--- config.mk ---
export PLATFORM = sky130hd
export DESIGN_NAME = graphics_clock_source_control
export DESIGN_NICKNAME = d
export VERILOG_FILES = /design/src/graphics_clock_source_control_pkg.sv /design/src/graphics_clock_source_control.sv /design/src/subcarrier_gen.sv
export VERILOG_INCLUDE_DIRS = /design/src
export SDC_FILE = /design/constraint.sdc
export NUM_CORES = 1
export LEC_CHECK = 0
export ABC_AREA = 1
export BUFFER_PORTS_ARGS = -buffer_cell sky130_fd_sc_hd__buf_2
export CAP_MARGIN = 0
export CORE_MARGIN = 3
export CORE_UTILIZATION = 52
export DETAILED_ROUTE_END_ITERATION = 8
export PLACE_DENSITY = 0.85
export SETUP_SLACK_MARGIN = 0.4
export SLEW_MARGIN = 20
export SYNTH_ARGS = -nofsm -noshare
export SYNTH_HDL_FRONTEND = slang
export SYNTH_SLANG_ARGS = --single-unit
--- constraint.sdc ---
create_clock -name clk -period 2.2 [get_ports clk]
set_input_delay 0.11 -clock clk [delete_from_list [all_inputs] [get_ports clk]]
set_output_delay 0.11 -clock clk [all_outputs]
set_load 0.03 [all_outputs]
--- src/graphics_clock_source_control_regs.svh ---
// register offsets, field positions and reset values of the clock source control block
// assumes a 32-bit apb slave with word-aligned registers
`ifndef GRAPHICS_CLOCK_SOURCE_CONTROL_REGS_SVH
`define GRAPHICS_CLOCK_SOURCE_CONTROL_REGS_SVH

// ----------------------------------------
// offsets
// ----------------------------------------
`define PIN_FUNCTION_CONTROL_OFS    12'h000
`define GENERAL_STATUS_REGISTER_OFS 12'h004
`define CLOCK_RUN_CONTROL_OFS       12'h008
`define SUBCARRIER_CONTROL_OFS      12'h00C

// ----------------------------------------
// fields
// ----------------------------------------
`define PFC_MEM_STATUS_BIT   0
`define PFC_VID_STATUS_BIT   1
`define PFC_MEM_OBSERVE_BIT  2
`define PFC_VID_OBSERVE_BIT  3
`define PFC_SSC_BIT          7
`define GSR_SOURCE_BIT       0
`define GSR_STATUS_FOUR_BIT  1
`define GSR_STATUS_THREE_BIT 2
`define CRC_ENABLE_BIT       5
`define CRC_HOLDING_BIT      0
`define SCC_PAL_BIT          0
`define SCC_QUAD_BIT         5

// ----------------------------------------
// reset values and counts
// ----------------------------------------
`define REG_RESET_VALUE      8'h00
`define SUBCARRIER_DIVIDE    4

`endif

--- src/graphics_clock_source_control_pkg.sv ---
// types shared by the clock source control block
// assumes nothing of its surroundings
package graphics_clock_source_control_pkg;

  typedef enum logic [1:0] {
    CR_IDLE = 2'b01,
    CR_HOLD = 2'b10
  } clock_run_state_t;

  typedef enum logic [3:0] {
    PIN_FEED    = 4'b0001,
    PIN_STATUS  = 4'b0010,
    PIN_OBSERVE = 4'b0100,
    PIN_SSC     = 4'b1000
  } pin_mode_t;

endpackage

--- src/graphics_clock_source_control.sv ---
// clock source selection, clock pin functions, sub-carrier output and clock-run handling
// assumes an apb master on clk; pins and reference clocks arrive asynchronously
//
// Chosen here: register access over APB and the register addresses.
`timescale 1ns/1ps
`default_nettype none
`include "graphics_clock_source_control_regs.svh"

module graphics_clock_source_control
  import graphics_clock_source_control_pkg::*;
#(
  parameter int SYNC_STAGES = 2,
  parameter int ADDR_WIDTH  = 12
) (
  input  wire logic                  clk,
  input  wire logic                  arst_n,
  // apb slave
  input  wire logic                  psel,
  input  wire logic                  penable,
  input  wire logic                  pwrite,
  input  wire logic [ADDR_WIDTH-1:0] paddr,
  input  wire logic [31:0]           pwdata,
  input  wire logic [3:0]            pstrb,
  output logic      [31:0]           prdata,
  output logic                       pready,
  output logic                       pslverr,
  // clock source
  input  wire logic                  clock_source_select,
  input  wire logic                  int_memory_clock,
  input  wire logic                  int_video_clock,
  output logic                       synth_enable,
  output logic                       memory_clock_line,
  output logic                       video_clock_line,
  // memory clock pin
  input  wire logic                  memory_clock_pin_i,
  output logic                       memory_clock_pin_o,
  output logic                       memory_clock_pin_oe_n,
  // video clock pin
  input  wire logic                  video_clock_pin_i,
  output logic                       video_clock_pin_o,
  output logic                       video_clock_pin_oe_n,
  // spread spectrum
  output logic                       modulated_clock_in,
  // reference crystals and sub-carrier
  input  wire logic                  ntsc_reference_input,
  input  wire logic                  pal_reference_input,
  output logic                       subcarrier_out,
  // clock run
  input  wire logic                  pci_busy,
  input  wire logic                  clkrun_n_i,
  output logic                       clkrun_n_o,
  output logic                       clkrun_n_oe_n
);

  initial begin
    if (SYNC_STAGES < 2) $error("SYNC_STAGES must be at least 2");
    if (ADDR_WIDTH < 4 || ADDR_WIDTH > 32) $error("ADDR_WIDTH must lie in 4..32");
  end

  // ----------------------------------------
  // input synchronisers
  // ----------------------------------------
  localparam int NSYNC = 6;
  localparam int S_SEL = 0;
  localparam int S_MEM = 1;
  localparam int S_VID = 2;
  localparam int S_NTSC = 3;
  localparam int S_PAL = 4;
  localparam int S_CRUN = 5;

  logic [NSYNC-1:0] async_in;
  logic [NSYNC-1:0] sync_out;

  assign async_in = {clkrun_n_i, pal_reference_input, ntsc_reference_input,
                     video_clock_pin_i, memory_clock_pin_i, clock_source_select};

  // every pin is a level from outside clk, so each goes through its own flop chain
  genvar g;
  generate
    for (g = 0; g < NSYNC; g++) begin : g_sync
      logic [SYNC_STAGES-1:0] chain_q;
      always_ff @(posedge clk or negedge arst_n) begin
        if (!arst_n) begin
          chain_q <= '0;
        end else begin
          chain_q <= {chain_q[SYNC_STAGES-2:0], async_in[g]};
        end
      end
      assign sync_out[g] = chain_q[SYNC_STAGES-1];
    end
  endgenerate

  wire ext_mode    = sync_out[S_SEL];
  wire mem_pin_lvl = sync_out[S_MEM];
  wire vid_pin_lvl = sync_out[S_VID];
  wire clkrun_high = sync_out[S_CRUN];

  // ----------------------------------------
  // registers
  // ----------------------------------------
  logic [7:0] pin_function_control_q;
  logic [7:0] clock_run_control_q;
  logic [7:0] subcarrier_control_q;
  logic [31:0] prdata_q;
  logic        slverr_q;

  function automatic logic addr_hit(input logic [ADDR_WIDTH-1:0] a, input logic [11:0] ofs);
    addr_hit = (a == ADDR_WIDTH'(ofs));
  endfunction

  wire hit_pfc = addr_hit(paddr, `PIN_FUNCTION_CONTROL_OFS);
  wire hit_gsr = addr_hit(paddr, `GENERAL_STATUS_REGISTER_OFS);
  wire hit_crc = addr_hit(paddr, `CLOCK_RUN_CONTROL_OFS);
  wire hit_scc = addr_hit(paddr, `SUBCARRIER_CONTROL_OFS);
  wire mapped  = hit_pfc | hit_gsr | hit_crc | hit_scc;
  wire setup   = psel & ~penable;
  wire wr_en   = psel & penable & pwrite & pstrb[0];

  // ----------------------------------------
  // pin modes
  // ----------------------------------------
  pin_mode_t mem_mode;
  pin_mode_t vid_mode;

  // ssc overrides; with it clear each pin falls back to its own bits
  assign mem_mode = pin_function_control_q[`PFC_SSC_BIT]        ? PIN_SSC :
                    pin_function_control_q[`PFC_MEM_STATUS_BIT] ? PIN_STATUS :
                    (!ext_mode && pin_function_control_q[`PFC_MEM_OBSERVE_BIT]) ? PIN_OBSERVE :
                    PIN_FEED;
  assign vid_mode = pin_function_control_q[`PFC_SSC_BIT]        ? PIN_SSC :
                    pin_function_control_q[`PFC_VID_STATUS_BIT] ? PIN_STATUS :
                    (!ext_mode && pin_function_control_q[`PFC_VID_OBSERVE_BIT]) ? PIN_OBSERVE :
                    PIN_FEED;

  // ----------------------------------------
  // clock run
  // ----------------------------------------
  clock_run_state_t cr_q;
  clock_run_state_t cr_d;
  wire crun_en = clock_run_control_q[`CRC_ENABLE_BIT];

  always_comb begin
    cr_d = cr_q;
    case (cr_q)
      CR_IDLE: begin
        if (crun_en && clkrun_high && pci_busy) begin
          cr_d = CR_HOLD;
        end
      end
      CR_HOLD: begin
        // release once the work is done or software withdraws the function
        if (!crun_en || !pci_busy) begin
          cr_d = CR_IDLE;
        end
      end
      default: begin
        cr_d = CR_IDLE;
      end
    endcase
  end

  // ----------------------------------------
  // general status readback
  // ----------------------------------------
  logic [7:0] gsr_val;

  always_comb begin
    gsr_val = 8'h00;
    gsr_val[`GSR_SOURCE_BIT]       = ext_mode;
    gsr_val[`GSR_STATUS_FOUR_BIT]  = (mem_mode == PIN_STATUS) & mem_pin_lvl;
    gsr_val[`GSR_STATUS_THREE_BIT] = (vid_mode == PIN_STATUS) & vid_pin_lvl;
  end

  logic [31:0] rd_val;

  assign rd_val = hit_pfc ? {24'h00_0000, pin_function_control_q} :
                  hit_gsr ? {24'h00_0000, gsr_val} :
                  hit_crc ? {24'h00_0000, clock_run_control_q[7:1], cr_q == CR_HOLD} :
                  hit_scc ? {24'h00_0000, subcarrier_control_q} :
                  32'h0000_0000;

  // ----------------------------------------
  // register process
  // ----------------------------------------
  // read data and error are captured in setup, so the access phase needs no wait state
  always_ff @(posedge clk or negedge arst_n) begin
    if (!arst_n) begin
      pin_function_control_q <= `REG_RESET_VALUE;
      clock_run_control_q    <= `REG_RESET_VALUE;
      subcarrier_control_q   <= `REG_RESET_VALUE;
      prdata_q               <= 32'h0000_0000;
      slverr_q               <= 1'b0;
    end else begin
      if (setup) begin
        prdata_q <= pwrite ? 32'h0000_0000 : rd_val;
        slverr_q <= ~mapped;
      end
      if (wr_en && hit_pfc) begin
        pin_function_control_q <= pwdata[7:0];
      end
      if (wr_en && hit_crc) begin
        clock_run_control_q <= {pwdata[7:1], 1'b0};
      end
      if (wr_en && hit_scc) begin
        subcarrier_control_q <= pwdata[7:0];
      end
    end
  end

  assign prdata  = prdata_q;
  assign pready  = 1'b1;
  assign pslverr = slverr_q & psel & penable;

  // ----------------------------------------
  // clock and pin outputs
  // ----------------------------------------
  logic synth_en_q;
  logic mclk_line_q;
  logic vclk_line_q;
  logic mem_o_q;
  logic mem_oe_n_q;
  logic vid_o_q;
  logic vid_oe_n_q;
  logic mod_clk_q;
  logic ref_sel;

  assign ref_sel = subcarrier_control_q[`SCC_PAL_BIT] ? sync_out[S_PAL] : sync_out[S_NTSC];

  always_ff @(posedge clk or negedge arst_n) begin
    if (!arst_n) begin
      cr_q        <= CR_IDLE;
      synth_en_q  <= 1'b0;
      mclk_line_q <= 1'b0;
      vclk_line_q <= 1'b0;
      mem_o_q     <= 1'b0;
      mem_oe_n_q  <= 1'b1;
      vid_o_q     <= 1'b0;
      vid_oe_n_q  <= 1'b1;
      mod_clk_q   <= 1'b0;
    end else begin
      cr_q        <= cr_d;
      synth_en_q  <= ~ext_mode;
      mclk_line_q <= ext_mode ? mem_pin_lvl : int_memory_clock;
      vclk_line_q <= ext_mode ? vid_pin_lvl : int_video_clock;
      mem_o_q     <= int_memory_clock;
      mem_oe_n_q  <= ~(mem_mode == PIN_OBSERVE);
      vid_o_q     <= (vid_mode == PIN_SSC) ? ref_sel : int_video_clock;
      vid_oe_n_q  <= ~((vid_mode == PIN_OBSERVE) | (vid_mode == PIN_SSC));
      mod_clk_q   <= (mem_mode == PIN_SSC) & mem_pin_lvl;
    end
  end

  assign synth_enable          = synth_en_q;
  assign memory_clock_line     = mclk_line_q;
  assign video_clock_line      = vclk_line_q;
  assign memory_clock_pin_o    = mem_o_q;
  assign memory_clock_pin_oe_n = mem_oe_n_q;
  assign video_clock_pin_o     = vid_o_q;
  assign video_clock_pin_oe_n  = vid_oe_n_q;
  assign modulated_clock_in    = mod_clk_q;
  // open drain: only ever pulls low
  assign clkrun_n_o            = 1'b0;
  assign clkrun_n_oe_n         = ~(cr_q == CR_HOLD);

  // ----------------------------------------
  // sub-carrier
  // ----------------------------------------
  subcarrier_gen #(
    .DIVIDE(`SUBCARRIER_DIVIDE)
  ) u_subcarrier (
    .clk       (clk),
    .arst_n    (arst_n),
    .ref_level (ref_sel),
    .quad_rate (subcarrier_control_q[`SCC_QUAD_BIT]),
    .subcarrier(subcarrier_out)
  );

endmodule

`default_nettype wire

--- src/subcarrier_gen.sv ---
// colour sub-carrier generator: passes the reference (4x) or divides it by four (1x)
// assumes ref_level is already synchronised to clk and clk is well above twice the reference
`timescale 1ns/1ps
`default_nettype none
`include "graphics_clock_source_control_regs.svh"

module subcarrier_gen #(
  parameter int DIVIDE = `SUBCARRIER_DIVIDE
) (
  input  wire logic clk,
  input  wire logic arst_n,
  input  wire logic ref_level,
  input  wire logic quad_rate,
  output logic      subcarrier
);

  localparam int CW = $clog2(DIVIDE);

  logic          ref_prev_q;
  logic [CW-1:0] edge_cnt_q;
  logic          div_q;
  logic          out_q;
  wire           ref_rise = ref_level & ~ref_prev_q;

  initial begin
    if (DIVIDE < 2 || (DIVIDE % 2) != 0) $error("subcarrier_gen: DIVIDE must be even and at least 2");
  end

  // 1x output toggles every DIVIDE/2 rising reference edges
  always_ff @(posedge clk or negedge arst_n) begin
    if (!arst_n) begin
      ref_prev_q <= 1'b0;
      edge_cnt_q <= '0;
      div_q      <= 1'b0;
      out_q      <= 1'b0;
    end else begin
      ref_prev_q <= ref_level;
      if (ref_rise) begin
        if (edge_cnt_q == CW'(DIVIDE / 2 - 1)) begin
          edge_cnt_q <= '0;
          div_q      <= ~div_q;
        end else begin
          edge_cnt_q <= edge_cnt_q + 1'b1;
        end
      end
      out_q <= quad_rate ? ref_level : div_q;
    end
  end

  assign subcarrier = out_q;

endmodule

`default_nettype wire

[After elaboration in Yosys (flattened, before gate mapping)]
Index checks and enable logic that the tools add are counted.
Storage, ports and cells
  bits of input ports: 62
  register bits after elaboration: 83
  output and inout port bits: 45
Cells by class
  eq/ne operators: 14
  reductions and logical operators: 14
  add/sub/neg operators: 1
  bitwise gates (word level): 22
  mux-type cells: 20
Operator list (number)
  8-bit 2-to-1 mux: 5
  12-bit by 4-bit == test with 1-bit output, second input constant: 2
  12-bit by 3-bit == test with 1-bit output, second input constant: 1
  12-bit logical NOT: 1
  3-bit 2-to-1 mux: 4
  1-bit AND: 10
  4-bit by 2-bit == test with 1-bit output, second input constant: 2
  4-bit by 3-bit == test with 1-bit output, second input constant: 2
  4-bit == test, second input constant: 2
  4-bit 2-to-1 mux: 2
  1-bit NOT: 8
  1-bit logical AND: 7
  2-bit 2-to-1 mux: 3
  1-bit 2-to-1 mux: 5
  2-bit by 1-bit == test with 1-bit output, second input constant: 2
  2-bit inequality test, second input constant: 2
  1-bit OR: 4
  2-bit case mux with 2 select lines: 1
  2-bit AND reduction: 2
  1-bit logical NOT: 3
  2-bit by 1-bit adder with 2-bit output, second input constant: 1
  2-bit == test, second input constant: 1
  1-bit logical OR: 1

[Depth between registers and ports, before layout]
  depth in word-level cells: 10
  depth in mapped cells: 8
  mapped depth without buffers: 8

[Cells and area by module]
Synthesis repeated with hierarchy kept, for this count alone.
Second synthesis, totals
  cell total of the unflattened synthesis: 294
  area, all modules: 2705.1 um^2
Modules (own cells, without submodules)
  graphics_clock_source_control: instances 1, seq. area each 1355.0 um^2, cells an instance 273, area an instance 2506.2 um^2
  subcarrier_gen: instances 1, seq. area each 125.1 um^2, cells an instance 21, area an instance 198.9 um^2

[Least setup slack after synthesis]
No wires, ideal clock.
  path kind: register -> register
  start point: register subcarrier_control_q[0]
  end point: register u_subcarrier.div_q
  arrival time: 1137 ps
  setup slack: 942 ps
  library setup time: 121 ps
  data required time: 2079 ps
  period minus slack after synthesis: 1258 ps
  cell stages (with the launch flop): 5
  cell sequence: dfrtp_1 o21ai_0 and3_1 nand2_1 xor2_1
Between the ends
  longest elaborated chain between the ends: 3
Ends and longest elaborated chain
  start: declaration: RTL line graphics_clock_source_control.sv:103  | logic [7:0] subcarrier_control_q;
  start signal: assignment: RTL line graphics_clock_source_control.sv:190  | subcarrier_control_q <= `REG_RESET_VALUE;
  start signal: assignment: RTL line graphics_clock_source_control.sv:205  | subcarrier_control_q <= pwdata[7:0];
  1-bit 2-to-1 mux: RTL line graphics_clock_source_control.sv:227  | assign ref_sel = subcarrier_control_q[`SCC_PAL_BIT] ? sync_out[S_PAL] : sync_out[S_NTSC];
  net ref_sel: RTL line graphics_clock_source_control.sv:225  | logic ref_sel;
  1-bit AND: RTL line subcarrier_gen.sv:23  | wire ref_rise = ref_level & ~ref_prev_q;
  2-bit AND reduction (no line)
  end signal: assignment: RTL line subcarrier_gen.sv:41  | div_q <= ~div_q;
  end: declaration: RTL line subcarrier_gen.sv:21  | logic div_q;
The timed path passes the listed nets, and every way through them passes these cells.
A chain may end at the register's enable or synchronous reset.

[Worst setup path in the final report]
Ends and elaborated chain as after synthesis.

==> flow_metrics.tcl <==
set metrics [dict create \
    drv_cap 0 \
    grt_max_degree 60 \
    drc 0 \
    slew_headroom_pct 52.4 \
    antenna_found_initial 0 \
    cp-start-kind "flip-flop" \
    numPortBuffers 53 \
    yosysWarnings 0 \
    cts.clk_slew.worst_paths_ns 0.07 \
    finalWeightedCongestion 0.833 \
    finalNetCount 412 \
    ys_top_cells_by_count "64 x nand2_1, 56 x dfrtp_1, 30 x inv_1" \
    grt_usage_pct 18.1 \
    synth_area_um2 2720 \
    multi_input_area_um2 972 \
    outcome "complete, no violations" \
    syn_to_final_growth_pct 17.0 \
    die_y_um 78.3 \
    post_synth.cell_area_avg_um2 9.58 \
    worst-path-buf-inv 0 \
    wirelength_um 5130 \
    ys_seq_area_share_pct 54.4 \
    clock-sinks 59 \
    netlist.area_leader.share_pct 51.5 \
    drt-pass1-iter-count 4 \
    top_level_ports 107 \
    viasPerCell 4.71 \
    maxSlewViolCount 0 \
    regArea_um2 1480 \
    critPathKind "reg2reg" \
    period_share_pct 68.2 \
    timing.hold.ws_ns 0.0152 \
    min_period_ns 1.50 \
    htreeDepth 3 \
    setup_tns_ns 0 \
    synth.largest_area_cell "dfrtp_1" \
    tightest_slew_ns 0.713 \
    hold_viol 0 \
    grt_overflow 0 \
    clk_path_buf_depth 2 \
    slowest_delay_ns 0.46 \
    grt_pass1_vias 1883 \
    end_kind "flip-flop" \
    dp_hpwl_um 3590 \
    ant_nets 0 \
    synth_edf_count 0 \
    synth_seq_cells 59 \
    grt_first_pass_wirelength_um 8540 \
    routedWlPerCell_um 12.2 \
    critPathTopFamily "compound AO/OA/AOI/OAI gates" \
    num_vias 1989 \
    cpMaxStageDelayCell "o21ai_0" \
    utilization_pct 65.3 \
    die_w_um 78.3 \
    clock_skew_ns 0.0112 \
    critPathMaxFanout 5 \
    cts_resized 0 \
    finalSetupViolCount 0 \
    yosys-top-cells-area "dfrtp_1 51%, nand2_1 8.8%, buf_4 7.2%, nand3_1 5.3%, inv_1 4.1%" \
    n_fill_cell 386 \
    cts_setup_buffers 0 \
    synth_cell_types 29 \
    stdcell_area_um2 3180 \
    ir_drop_uv 540 \
    cts_tree "yes" \
    cts_root_buf "clkbuf_8" \
    numCtsBuffers 9 \
    synth_most_common_cell "nand2_1" \
    final_layout_size_suffix_gt1_share_pct 26.2 \
    required_ns 2.41 \
    hold_path.class "in2reg" \
    syn_inst 284 \
    power.density_nw_per_um2 720 \
    coreArea_um2 4880 \
    initialDrtViolationCount 105 \
    placed_area_um2 2930 \
    cp_cell_sequence "o21ai_0 -> and3_1 -> nand2_1 -> xor2_1" \
    clock_latency_ns 0.33 \
    ys_async_sr_fraction_pct 100 \
    max_freq_ghz 0.667 \
    start_util_pct 55.8 \
    cp.arrival_ns 1.71 \
    p_leak_nw 1.75 \
    power_mw 2.29 \
    antennaDiodeCount 0 \
    fp-row-count 25 \
    rsz0062_at_grt "no" \
    synth_top_flop_cell "dfrtp_1" \
    die_area_um2 6140 \
]
[final timing paths]
kind                                          from                        end  slack [ns]  cells past startpoint
max                        subcarrier_control_q[0]         u_subcarrier.div_q        0.70                      4
max reg2reg                subcarrier_control_q[0]         u_subcarrier.div_q        0.70                      4
min                                      pwdata[3]  pin_function_control_q[3]        0.02                      3
min reg2reg                   g_sync[5].chain_q[0]       g_sync[5].chain_q[1]        0.34                      0
max in group asynchronous                   arst_n                    cr_q[1]        1.27                      3
min in group asynchronous                   arst_n    subcarrier_control_q[3]        0.46                      3
[metal layers]
layer | wire length, um | vias to the layer above | global-route usage (%)
li1 | - | 986 | -
met1 | 2270 | 925 | 23.2
met2 | 2460 | 69 | 28.2
met3 | 292 | 9 | 4.24
met4 | 103 | 0 | 10.5
met5 | 0 | - | 0
[layout make-up]
class	instances	share of cell area, %
Clock buffer	13	4.36
Clock inverter	3	1.26
Inverter	31	3.65
Multi-Input combinational cell	187	30.5
Sequential cell	59	46.5
Tap cell	67	2.63
Timing Repair Buffer	62	11.1
[cells by family after synthesis]
kind of cell              count (synthesis)  share of synthesized area, %
AOI/OAI and AO/OA                        35                          8.55
and+or+nand+nor                         125                          23.3
other                                     2                         0.276
buffers and inverters                    62                          13.2
DFF                                      59                          54.4
xor gates and xnor gates                  1                         0.322
[registers in the layout, summed over array words and instances (netlist names), 2 cells and up]
signal	cells
g_sync.chain_q	12
pin_function_control_q	8
prdata	8
subcarrier_control_q	8
clock_run_control_q	7
cr_q	2
u_subcarrier.edge_cnt_q	2
[tightest hold or removal path: cells and delay by family]
| kind | cells | cell delay (ns) |
|---|---|---|
| buf+inv | 1 | 0.09 |
| simple gates | 1 | 0.06 |
| compound gates | 1 | 0.05 |
[placed cells by master (no fill, tap or decap), types with 7 or more instances in the layout]
cell / netlist / layout
nor2_1: 13 / 13
inv_1: 30 / 30
nand3_1: 29 / 29
conb_1: 2 / 26
nand2_1: 64 / 64
o21ai_0: 9 / 9
buf_2: 2 / 53
dlygate4sd3_1: 0 / 8
dfrtp_1: 56 / 56
o21ai_1: 7 / 7
o21ai_2: 11 / 11
clkbuf_8: 0 / 9
[stage by stage]
step	instances	setup WS, ns
floorplan	308	0.942
detailed placement	398	0.667
finish	422	0.700
CTS	422	0.709
global placement	398	0.697
global route	422	0.576
[power breakdown]
group	switching [mW]	total [mW]	internal, mW	leakage, nW
clock network	0.383	0.904	0.521	0.0914
logic	0.183	0.248	0.0650	0.920
registers	0.0137	1.14	1.13	0.742
total	0.580	2.29	1.71	1.75
[repair_timing]
item / 4_1_cts / 5_1_grt
hold endpoints to repair: 64 / 0
setup endpoints to repair: 0 / 0
hold buffers: 8 / 0
No activity file was read; power rests on OpenSTA's default activity.
